File: src/logic/iopcd_pkg.sv
package iopcd_pkg;

	// port geometry
	localparam int NPORT = 7;
	localparam int PW = 8;
	localparam int AW = 6;
	localparam int PORT_A = 0;
	localparam int PORT_B = 1;
	localparam int PORT_C = 2;
	localparam int PORT_D = 3;
	localparam int PORT_E = 4;
	localparam int PORT_F = 5;
	localparam int PORT_G = 6;
	localparam logic [2:0] PORT_NONE = 3'h7;

	// register address: {reg_type[5:3], port[2:0]}
	localparam int RT_LSB = 3;
	localparam logic [2:0] RT_DATA_IN = 3'h0;
	localparam logic [2:0] RT_DATA_OUT = 3'h1;
	localparam logic [2:0] RT_DIRECTION = 3'h2;
	localparam logic [2:0] RT_DRIVER = 3'h3;
	localparam logic [2:0] RT_MODE = 3'h4;

	// reset values and masks
	localparam logic [7:0] CFG_RESET = 8'h00;
	localparam logic [7:0] FULL_MASK = 8'hFF;
	localparam logic [7:0] PORTD_MASK = 8'h0F;

	// per-port capabilities, bit index is the port index
	localparam logic [6:0] OD_CAP = 7'h5B;
	localparam logic [6:0] SLEW_CAP = 7'h04;
	localparam logic [6:0] MODE_CAP = 7'h70;
	localparam logic [6:0] PLD_OUT_CAP = 7'h07;

	// dedicated pin positions
	localparam int PD_STROBE = 0;
	localparam int PD_CLOCK = 1;
	localparam int PD_SELECT_N = 2;
	localparam int PD_BYTE_EN = 3;
	localparam int PE_BATT_IN = 6;
	localparam int PE_BATT_ON = 7;

	typedef struct packed {
		logic [7:0] mode;
		logic [7:0] dir;
		logic [7:0] drv;
		logic [7:0] dout;
	} iopcd_cfg_t;

	typedef struct packed {
		logic [7:0] en;
		logic [7:0] val;
		logic [7:0] block;
	} iopcd_ovr_t;

endpackage

File: src/logic/iopcd_pin_cell.sv
`timescale 1ns/1ps
module iopcd_pin_cell #(
	parameter bit OD_CAP = 1'b0,
	parameter bit SLEW_CAP = 1'b0,
	parameter bit MODE_CAP = 1'b0,
	parameter logic [7:0] MASK = 8'hFF
) (
	// configuration
	input wire iopcd_pkg::iopcd_cfg_t cfg,
	input wire iopcd_pkg::iopcd_ovr_t ovr,
	// output sources
	input wire logic [7:0] pld_oe,
	input wire logic [7:0] addr_byte,
	// pad side
	output logic [7:0] pin_out,
	output logic [7:0] pin_oe,
	output logic [7:0] fast_slew
);

	logic [7:0] addr_mode;
	logic [7:0] value;
	logic [7:0] enable;
	logic [7:0] open_drain;

	always_comb begin
		addr_mode = MODE_CAP ? (cfg.mode & cfg.dir) : 8'h00;
		value = (addr_mode & addr_byte) | (~addr_mode & cfg.dout);
		enable = (cfg.dir | pld_oe) & MASK;
		open_drain = OD_CAP ? (cfg.drv & MASK) : 8'h00;
		fast_slew = SLEW_CAP ? cfg.drv : 8'h00;
		// open drain only ever pulls low; pull-up is external
		// override is per pin, so neighbours keep their own data
		pin_out = (ovr.en & ovr.val) | (~ovr.en & value & ~open_drain);
		pin_oe = enable & (~open_drain | ~value);
		pin_oe = ovr.en | (pin_oe & ~ovr.block);
	end

endmodule // iopcd_pin_cell

File: src/logic/iopcd_port_top.sv
`timescale 1ns/1ps
// Operation
// - direction bit 1 output, 0 input
// - all pins inputs after reset
// - port D direction uses low four bits
// - drive bit 1 selects open drain
// - drivers push-pull after reset
// - drive bit 1 selects fast slew
// - slew pins slow after reset
// - open drain A,B,D,E,G; slew on C
// - port F always push-pull
// - data-in reads live pins, read only
// - data-out driven when direction or pld enable
// - data-out reads back last write
// - port D bits 0,1 strobe and clock
// - high select disables memories and registers
// - test-port pins of E unavailable otherwise
// - port E bit 7 battery-on output
// - port F carries host data in data mode
// - ports A,B high address latched by strobe
// - port E outputs latched low address
// - mode bit 1 selects address out
// - configuration registers reset to zero
module iopcd_port_top (
	// clock and reset
	input wire logic clock,
	input wire logic sys_rst,
	// host register access
	input wire logic host_sel,
	input wire logic host_wr,
	input wire logic host_rd,
	input wire logic [5:0] host_addr,
	input wire logic [7:0] host_wdata,
	output logic [7:0] host_rdata,
	output logic host_rdata_valid,
	// multiplexed host address byte
	input wire logic [7:0] host_ad_in,
	// static configuration
	input wire logic [3:0] pd_dedicated,
	input wire logic [7:0] jtag_pins,
	input wire logic batt_on_enable,
	input wire logic vcc_below_vbat,
	input wire logic data_port_mode,
	// logic array output enables for ports A, B, C
	input wire logic [2:0][7:0] pld_oe,
	// pads
	input wire logic [6:0][7:0] pin_in,
	output logic [6:0][7:0] pin_out,
	output logic [6:0][7:0] pin_oe,
	output logic [7:0] portc_fast_slew,
	// dedicated functions
	output logic address_strobe,
	output logic logic_array_clock_input,
	output logic data_byte_enable_input,
	output logic chip_selected,
	output logic flash_en,
	output logic sram_en,
	output logic io_register_space_select,
	output logic [7:0] latched_addr_low,
	output logic [15:0] latched_addr_high,
	// data port
	input wire logic [7:0] host_data_to_pins,
	input wire logic host_data_drive,
	output logic [7:0] host_data_from_pins
);

	iopcd_pkg::iopcd_cfg_t cfg [iopcd_pkg::NPORT];
	iopcd_pkg::iopcd_cfg_t next_cfg [iopcd_pkg::NPORT];
	iopcd_pkg::iopcd_ovr_t ovr [iopcd_pkg::NPORT];
	logic [7:0] pld_vec [iopcd_pkg::NPORT];
	logic [7:0] next_host_rdata;
	logic next_host_rdata_valid;
	logic [7:0] next_latched_addr_low;
	logic [15:0] next_latched_addr_high;
	logic [2:0] hport;
	logic [2:0] hrt;
	logic io_access;
	logic [7:0] port_mask;
	logic [7:0] read_mux;
	logic [6:0][7:0] fast_slew_all;

	assign hport = host_addr[iopcd_pkg::RT_LSB-1:0];
	assign hrt = host_addr[iopcd_pkg::AW-1:iopcd_pkg::RT_LSB];

	assign address_strobe = pd_dedicated[iopcd_pkg::PD_STROBE]
		& pin_in[iopcd_pkg::PORT_D][iopcd_pkg::PD_STROBE];
	assign logic_array_clock_input = pd_dedicated[iopcd_pkg::PD_CLOCK]
		& pin_in[iopcd_pkg::PORT_D][iopcd_pkg::PD_CLOCK];
	assign data_byte_enable_input = pd_dedicated[iopcd_pkg::PD_BYTE_EN]
		& pin_in[iopcd_pkg::PORT_D][iopcd_pkg::PD_BYTE_EN];

	assign chip_selected = !(pd_dedicated[iopcd_pkg::PD_SELECT_N]
		& pin_in[iopcd_pkg::PORT_D][iopcd_pkg::PD_SELECT_N]);
	assign flash_en = chip_selected;
	assign sram_en = chip_selected;
	assign io_register_space_select = host_sel & chip_selected;
	assign io_access = io_register_space_select && (hport != iopcd_pkg::PORT_NONE);

	assign host_data_from_pins = data_port_mode ? pin_in[iopcd_pkg::PORT_F] : 8'h00;
	assign portc_fast_slew = fast_slew_all[iopcd_pkg::PORT_C];

	// port D upper bits do not exist
	assign port_mask = (hport == 3'(iopcd_pkg::PORT_D)) ? iopcd_pkg::PORTD_MASK
		: iopcd_pkg::FULL_MASK;

	// read path
	always_comb begin
		read_mux = 8'h00;
		if (hport != iopcd_pkg::PORT_NONE) begin
			case (hrt)
				iopcd_pkg::RT_DATA_IN: begin
					read_mux = pin_in[hport] & port_mask;
					if (hport == 3'(iopcd_pkg::PORT_E)) begin
						read_mux = read_mux & ~jtag_pins;
					end
				end
				iopcd_pkg::RT_DATA_OUT: read_mux = cfg[hport].dout & port_mask;
				iopcd_pkg::RT_DIRECTION: read_mux = cfg[hport].dir;
				iopcd_pkg::RT_DRIVER: read_mux = cfg[hport].drv;
				iopcd_pkg::RT_MODE: read_mux = cfg[hport].mode;
				default: read_mux = 8'h00;
			endcase
		end
	end

	// register file and address latch next values
	always_comb begin
		for (int p = 0; p < iopcd_pkg::NPORT; p++) begin
			next_cfg[p] = cfg[p];
		end
		next_host_rdata = host_rdata;
		next_host_rdata_valid = 1'b0;
		next_latched_addr_low = latched_addr_low;
		next_latched_addr_high = latched_addr_high;
		if (io_access && host_wr) begin
			case (hrt)
				iopcd_pkg::RT_DATA_OUT: next_cfg[hport].dout = host_wdata & port_mask;
				// four bit direction on port D
				iopcd_pkg::RT_DIRECTION: next_cfg[hport].dir = host_wdata & port_mask;
				iopcd_pkg::RT_DRIVER: begin
					if (hport != 3'(iopcd_pkg::PORT_F)) begin
						next_cfg[hport].drv = host_wdata & port_mask;
					end
				end
				// mode only on E, F, G
				iopcd_pkg::RT_MODE: begin
					if (iopcd_pkg::MODE_CAP[hport]) begin
						next_cfg[hport].mode = host_wdata;
					end
				end
				// data-in and unmapped writes are dropped
				default: next_cfg[hport].dout = cfg[hport].dout;
			endcase
		end
		if (io_register_space_select && host_rd) begin
			next_host_rdata_valid = 1'b1;
			next_host_rdata = read_mux;
		end
		if (address_strobe) begin
			next_latched_addr_low = host_ad_in;
			next_latched_addr_high = {pin_in[iopcd_pkg::PORT_B], pin_in[iopcd_pkg::PORT_A]};
		end
	end

	always_ff @(posedge clock or posedge sys_rst) begin
		if (sys_rst) begin
			for (int p = 0; p < iopcd_pkg::NPORT; p++) begin
				cfg[p] <= '{iopcd_pkg::CFG_RESET, iopcd_pkg::CFG_RESET,
					iopcd_pkg::CFG_RESET, iopcd_pkg::CFG_RESET};
			end
			host_rdata <= 8'h00;
			host_rdata_valid <= 1'b0;
			latched_addr_low <= 8'h00;
			latched_addr_high <= 16'h0000;
		end else begin
			for (int p = 0; p < iopcd_pkg::NPORT; p++) begin
				cfg[p] <= next_cfg[p];
			end
			host_rdata <= next_host_rdata;
			host_rdata_valid <= next_host_rdata_valid;
			latched_addr_low <= next_latched_addr_low;
			latched_addr_high <= next_latched_addr_high;
		end
	end

	// special pin ownership per port
	always_comb begin
		for (int p = 0; p < iopcd_pkg::NPORT; p++) begin
			ovr[p] = '{8'h00, 8'h00, 8'h00};
			pld_vec[p] = 8'h00;
		end
		// pld enables trusted on A, B, C only
		for (int p = 0; p < 3; p++) begin
			pld_vec[p] = pld_oe[p];
		end
		// dedicated port D pins are inputs only
		ovr[iopcd_pkg::PORT_D].block = {4'h0, pd_dedicated};
		ovr[iopcd_pkg::PORT_E].block = jtag_pins;
		if (batt_on_enable) begin
			ovr[iopcd_pkg::PORT_E].block[iopcd_pkg::PE_BATT_IN] = 1'b1;
			ovr[iopcd_pkg::PORT_E].en[iopcd_pkg::PE_BATT_ON] = 1'b1;
			ovr[iopcd_pkg::PORT_E].val[iopcd_pkg::PE_BATT_ON] = vcc_below_vbat;
		end
		// data port takes all of port F
		if (data_port_mode) begin
			ovr[iopcd_pkg::PORT_F].block = 8'hFF;
			ovr[iopcd_pkg::PORT_F].en = {8{host_data_drive}};
			ovr[iopcd_pkg::PORT_F].val = host_data_to_pins;
		end
	end

	// port F built without open drain
	for (genvar g = 0; g < iopcd_pkg::NPORT; g++) begin : g_port
		iopcd_pin_cell #(
			.OD_CAP(iopcd_pkg::OD_CAP[g]),
			.SLEW_CAP(iopcd_pkg::SLEW_CAP[g]),
			.MODE_CAP(iopcd_pkg::MODE_CAP[g]),
			.MASK((g == iopcd_pkg::PORT_D) ? iopcd_pkg::PORTD_MASK : iopcd_pkg::FULL_MASK)
		) u_cell (
			.cfg(cfg[g]),
			.ovr(ovr[g]),
			.pld_oe(pld_vec[g]),
			.addr_byte(latched_addr_low),
			.pin_out(pin_out[g]),
			.pin_oe(pin_oe[g]),
			.fast_slew(fast_slew_all[g])
		);
	end

	// helper: first cycle after reset release
	logic after_rst;
	always_ff @(posedge clock or posedge sys_rst) begin
		if (sys_rst) begin
			after_rst <= 1'b1;
		end else begin
			after_rst <= 1'b0;
		end
	end
endmodule // iopcd_port_top

File: config.mk
export PLATFORM = sky130hd
export DESIGN_NAME = iopcd_port_top
export DESIGN_NICKNAME = d
export VERILOG_FILES = /design/src/logic/iopcd_pkg.sv /design/src/logic/iopcd_pin_cell.sv /design/src/logic/iopcd_port_top.sv
export SDC_FILE = /design/constraint.sdc
export NUM_CORES = 1
export LEC_CHECK = 0
export ABC_AREA = 1
export BUFFER_PORTS_ARGS = -buffer_cell sky130_fd_sc_hd__buf_2
export CORE_AREA = 2 2 195 140
export CTS_CLUSTER_SIZE = 8
export DETAILED_ROUTE_END_ITERATION = 7
export DIE_AREA = 0 0 197 142
export GPL_TIMING_DRIVEN = 0
export MAX_ROUTING_LAYER = met4
export PLACE_DENSITY_LB_ADDON = 0.2
export SLEW_MARGIN = 0
export SYNTH_ARGS = -nofsm -noshare
export SYNTH_HDL_FRONTEND = slang
export SYNTH_SLANG_ARGS = --single-unit
File: constraint.sdc
create_clock -name clock -period 17.6 [get_ports clock]
set_clock_uncertainty 0.05 [all_clocks]
set_input_delay 0.88 -clock clock [delete_from_list [all_inputs] [get_ports clock]]
set_output_delay 0.88 -clock clock [all_outputs]
set_load 0.02 [all_outputs]
==> flow_summary.toml, run 1 <==
[routing]
wl_per_cell_um = 24.0
detail-route-antenna-nets = 0
drc = 2
route.vias.total = 18546
finalWirelength_um = 70800
vias_per_cell = 6.28
drt_first_pass_iters = 8
drt_iter0_drc = 2857

[worst_setup_path]
start_kind = "input port"
required_ns = 16.67
r2r-end = "host_rdata[7]"
crit_type = "input port to output port"
worstPathArrival_ns = 3.13
worstPathMaxFanout = 10
startpoint = "host_data_drive"
ff2ff_setup_slack_ns = 15.38
reg2reg_depth = 10
endpoint = "pin_out[44]"
end_kind = "output port"

[power_and_ir_drop]
p_clk_share_pct = 32.0
swShare_pct = 38.5
seq_power_share_pct = 37.9
p_int_w = 0.00128
comb_power_share_pct = 30.2
ir_worst_vdd_v = 0.000118
total_leakage_power_nw = 9.83
p_per_area_nw_per_um2 = 113
power_switching_w = 0.000800

[logic_synthesis]
syn_area_sq_um = 15400
ys_warn_count = 0
ys_ff_latch = 257
synth_area_leader_cell = "dfrtp_1"
synthMuxAreaShare_pct = 0.130
syn_inst = 2277
synth_xor_area_share_pct = 0
netlist_top_cells_area = "dfrtp_1, nand2_1, o21ai_0, inv_1, nand3_1"
synth_adder_area_share_pct = 0
synth-simple-area-share_pct = 28.7
yosysSeqAreaShare_pct = 41.8
avgSynthCellArea_sq_um = 6.76
ys_types = 37
yosysTopAreaCellShare_pct = 41.8
synth_top_family_by_area = "simple AND/OR/NAND/NOR gates"
synth_compound_area_share_pct = 17.2

[global_route]
overflow = 0
grt_use_total_pct = 51.6
grt_pass1_vias = 17345
antenna_found_initial = 1
grt_pass1_wl_um = 103000
grt_max_degree = 103

[clocking]
clk_pin_slew_ns = 0.04
clkLatencyLatePin_ns = 0.55
cts-hold-fix-buffers = 0
clock_sinks = 257
cts_repair_resize_count = 0
clockRootBuffer = "clkbuf_16"
cts_buffers = 38
tritoncts = "built"
ctsHtreeMaxLevel = 2
post_cts_buffers = 0
clockBufferDepth = 3

[sta]
max_freq_mhz = 246
slew_viol_final = 0
setup_violations = 0
whs_ns = 0.322
hold_viol = 0
slew_headroom_pct = 20.2
rsz0062_at_grt = "no"
setup_tns_ns = 0
setup_ws_ns = 13.54
finalCriticalPeriod_ns = 4.06
max_slew.worst_pin.slew_ns = 1.19
timing.final.crit_share_pct = 23.1

[floorplanning]
rows = 50
io-pin-count = 299
fp.dieArea_sq_um = 28000
initial_core_util_pct = 58.9
dieHeight_um = 142
core_area_sq_um = 26200
die_w_um = 197

[layout]
final_util_pct = 70.1
area_growth_pct = 19.1
fin_nets = 2741
layout_commonest_cell = "nand2_1"
final_cell_mix = "nand2_1, buf_2, inv_1"
drive_above_1_share_pct = 16.8

[placed_design]
preCtsSetupSlack_ns = 13.75
portBuffers = 288
place.gp.congestion = 1.07
dp_hpwl_um = 52900

[outcome]
failed_checks = "design-rule violations"
outcome = "complete, but fails checks"

[worst_hold_path]
hp-class = "input port to asynchronous set/reset pin"

[flow_run]
maxCapViolations = 0
==> power groups by stage <==
stage / Combinational (W) / Sequential (W) / Clock (W)
floorplan: 0.000380 / 0.000770 / 0
global placement: 0.000585 / 0.000783 / 0
detailed placement: 0.000600 / 0.000787 / 0
CTS: 0.000606 / 0.000780 / 0.000652
global route: 0.000670 / 0.000793 / 0.000676
finish: 0.000627 / 0.000786 / 0.000664
==> cells by family (layout without fill, tap and decap cells) <==
logic type | count (synthesis) | in the layout
buf+inv | 453 | 785
flops | 257 | 257
simple gates | 1090 | 1090
other cells | 1 | 5
mux | 2 | 2
compound gates | 474 | 474
==> worst max-delay path: stages <==
cell and delay [ns]:
clkbuf_1 0.67, nand2_1 0.51, clkbuf_1 0.45, o311ai_0 0.33, nand2_1 0.10, buf_2 0.19
==> worst min-delay path by stage <==
stage	startpoint	to	cells after the start
finish	sys_rst	asynchronous set/reset pin	2
CTS	sys_rst	asynchronous set/reset pin	2
floorplan	register	register	1
global placement	register	register	1
detailed placement	register	register	1
global route	sys_rst	asynchronous set/reset pin	2
==> through the flow <==
step / instance area, sq um / cells / total power (W)
finish: 18300 / 2951 / 0.00208
global route: 18300 / 2951 / 0.00214
CTS: 18300 / 2950 / 0.00204
detailed placement: 17300 / 2908 / 0.00139
global placement: 17300 / 2906 / 0.00137
floorplan: 15400 / 2280 / 0.00115
==> cells in the mapped netlist <==
library cell	instances
nand4_1	17
nor2_2	6
inv_1	269
nor2_4	3
nand3_1	126
conb_1	1
a21oi_1	102
nand3_2	2
a21oi_2	1
o21ai_1	34
dfrtp_1	257
nor3_1	5
nand2_1	760
o311ai_0	8
a211oi_1	4
o21ai_0	212
inv_2	11
o211ai_1	16
buf_6	1
nand2_2	3
nor2_1	149
mux2i_1	2
clkinv_1	1
o22ai_1	25
inv_4	1
a31oi_1	14
a22oi_1	51
o31ai_1	2
buf_2	31
and2_1	1
or2_2	16
o221ai_1	2
buf_4	31
clkbuf_1	95
o21bai_1	3
nor3_4	2
buf_1	13
==> cell type report <==
class | instances | area [sq um]
timing repair buffer | 290 | 1500
sequential | 257 | 6430
clock buffer | 40 | 980
multi-input combinational | 1570 | 7110
tap | 338 | 423
clock inverter | 2 | 17.5
antenna | 1 | 2.50
inverter | 282 | 1070
fill | 2213 | 7820
buffer | 171 | 805
==> per-layer routing <==
layer	global-route usage, %	up-vias	share of wire (%)
met5	-	-	0
met4	26.3	0	6.2
met3	18.1	338	17
met2	70.4	1754	40
met1	67.7	8554	37
li1	-	7900	-
No activity file was read; power rests on OpenSTA's default activity.
==> run 2: changes to the inputs <==
--- a/config.mk
+++ b/config.mk
@@ -7,10 +7,10 @@
 export LEC_CHECK = 0
 export ABC_AREA = 1
 export BUFFER_PORTS_ARGS = -buffer_cell sky130_fd_sc_hd__buf_2
-export CORE_AREA = 2 2 195 140
+export CORE_AREA = 2 2 211 151
 export CTS_CLUSTER_SIZE = 8
 export DETAILED_ROUTE_END_ITERATION = 7
-export DIE_AREA = 0 0 197 142
+export DIE_AREA = 0 0 213 153
 export GPL_TIMING_DRIVEN = 0
 export MAX_ROUTING_LAYER = met4
 export PLACE_DENSITY_LB_ADDON = 0.2
==> constraint.sdc (replaced) <==
create_clock -name clock -period 3.3 [get_ports clock]
set_clock_uncertainty 0.05 [all_clocks]
set_input_delay 0.165 -clock clock [delete_from_list [all_inputs] [get_ports clock]]
set_output_delay 0.165 -clock clock [all_outputs]
set_load 0.02 [all_outputs]
==> run 2 against run 1 <==
Against the previous run:
- the run still ends with design-rule violations left
- global-route usage decreased by 5.6 points
- first-iteration DRC count up 0.18%
- hold slack got worse by 0.28 ns
- routed wire length is 3.2% higher
- cell count grew 4.0%
- cell area rose by 2.8%
- register-to-register slack got worse by 14 ns
- largest power group unchanged
==> flow_summary.toml, run 2 (synthesis results as in run 1) <==
[outcome]
outcome = "complete, but fails checks"
failed_checks = "design-rule violations"

[clocking]
clk_pin_slew_ns = 0.05
post_cts_buffers = 0
cts_repair_resize_count = 0
ctsHtreeMaxLevel = 2
clkLatencyLatePin_ns = 0.54
clockRootBuffer = "clkbuf_16"
tritoncts = "built"
clock_sinks = 257
cts_buffers = 38
clockBufferDepth = 3

[floorplanning]
die_w_um = 213
rows = 54
initial_core_util_pct = 50.3
fp.dieArea_sq_um = 32600
io-pin-count = 299
dieHeight_um = 153
core_area_sq_um = 30600

[worst_setup_path]
r2r-end = "host_rdata[5]"
ff2ff_setup_slack_ns = 1.01
start_kind = "input port"
worstPathArrival_ns = 3.05
crit_type = "input port to register"
end_kind = "register"
worstPathMaxFanout = 10
reg2reg_depth = 10
required_ns = 3.62

[sta]
slew_headroom_pct = 24.3
max_slew.worst_pin.slew_ns = 1.13
timing.final.crit_share_pct = 82.8
slew_viol_final = 0
rsz0062_at_grt = "no"
setup_ws_ns = 0.568
hold_viol = 0
setup_violations = 0
finalCriticalPeriod_ns = 2.73
setup_tns_ns = 0
max_freq_mhz = 366

[global_route]
overflow = 0
grt_pass1_wl_um = 106000
grt_pass1_vias = 16735
grt_use_total_pct = 46.0
antenna_found_initial = 2
grt_max_degree = 43

[routing]
drt_first_pass_iters = 8
route.vias.total = 18083
detail-route-antenna-nets = 0
drc = 4
wl_per_cell_um = 23.8
finalWirelength_um = 73000
drt_iter0_drc = 2862
vias_per_cell = 5.89

[power_and_ir_drop]
p_per_area_nw_per_um2 = 592
ir_worst_vdd_v = 0.000379
fin_total_pwr_w = 0.0112
p_int_w = 0.00694
power_switching_w = 0.00423
p_clk_share_pct = 32.5
comb_power_share_pct = 30.2
seq_power_share_pct = 37.3
swShare_pct = 37.9
total_leakage_power_nw = 10.0

[flow_run]
maxCapViolations = 0

[layout]
area_growth_pct = 22.4
fin_nets = 2775
final_cell_mix = "nand2_1, buf_2, inv_1"
instances_no_fill = 3069
layout_commonest_cell = "nand2_1"
drive_above_1_share_pct = 16.8

[placed_design]
place.gp.congestion = 1.06
dp.cells = 2995
preCtsSetupSlack_ns = 0.323
dp_hpwl_um = 55300
portBuffers = 288

[worst_hold_path]
hold_path_depth = 4
hold_start = "host_rd"
min_to = "host_rdata[7]"
hp-class = "input port to register"
-- run 2: cell count changes in the layout (fill, tap and decap cells not counted) --
cell / before / now
diode_2: 1 / 2
inv_8: 1 / 0
clkinvlp_4: 0 / 1
buf_12: 0 / 7
clkbuf_16: 39 / 41
buf_16: 2 / 0
dlygate4sd3_1: 0 / 29
inv_6: 1 / 0
-- run 2: repair_timing --
action / in CTS / in global routing
endpoints found under the hold margin: 52 / 0
hold buffers: 29 / 0
setup endpoints to repair: 0 / 0
-- run 2: area by class of cell --
type                       instances  area, sq um
tap                              420          526
multi-input combinational       1570         7110
antenna                            2         5.00
fill                            2938        11800
inverter                         282         1060
timing repair buffer             324         1870
clock inverter                     1         8.76
buffer                           171          805
clock buffer                      42         1030
sequential                       257         6430
-- run 2: worst max-delay path by stage --
| stage | end | start | slack, ns | depth (start not counted) |
|---|---|---|---|---|
| floorplan | asynchronous set/reset pin | sys_rst | -0.30 | 1 |
| global placement | asynchronous set/reset pin | sys_rst | -1.98 | 2 |
| detailed placement | host_rdata[4] | host_addr[0] | 0.32 | 11 |
| CTS | host_rdata[4] | host_addr[0] | 0.86 | 11 |
| global route | host_rdata[4] | host_addr[0] | 0.67 | 11 |
| finish | host_rdata[4] | host_addr[0] | 0.57 | 11 |
-- run 2: per-layer routing --
layer / wire length (um) / up-vias / GRT usage (%) / part of all wire, %
li1: - / 7973 / - / -
met1: 29600 / 8537 / 64.0 / 41
met2: 29300 / 1353 / 61.3 / 40
met3: 10600 / 220 / 13.7 / 15
met4: 3460 / 0 / 20.3 / 4.7
met5: 0 / - / - / 0
-- run 2: stage by stage --
step	util [%]	area, sq um	hold WS [ns]
after floorplan	-	15400	0.225
after global placement	56.8	17400	0.311
after detailed placement	57.2	17500	0.190
after CTS	61.6	18800	0.0325
after global routing	61.6	18900	0.0729
final	61.6	18900	0.0394
-- run 2: critical path, cell delays in order --
cell and delay [ns]:
buf_2 0.13, inv_2 0.12, buf_2 0.24, clkbuf_1 0.84, nand2_1 0.13, nand3_1 0.20
nand2_1 0.07, o21ai_0 0.25, nand3_1 0.11, o21ai_0 0.67, nand2_1 0.12
-- run 2: power by group through the flow --
stage / clock (W) / combinational, W / sequential [W]
2_1_floorplan: 0 / 0.00203 / 0.00411
3_3_place_gp: 0 / 0.00318 / 0.00418
3_5_place_dp: 0 / 0.00323 / 0.00419
4_1_cts: 0.00360 / 0.00328 / 0.00415
5_1_grt: 0.00373 / 0.00362 / 0.00422
6_report: 0.00363 / 0.00337 / 0.00417
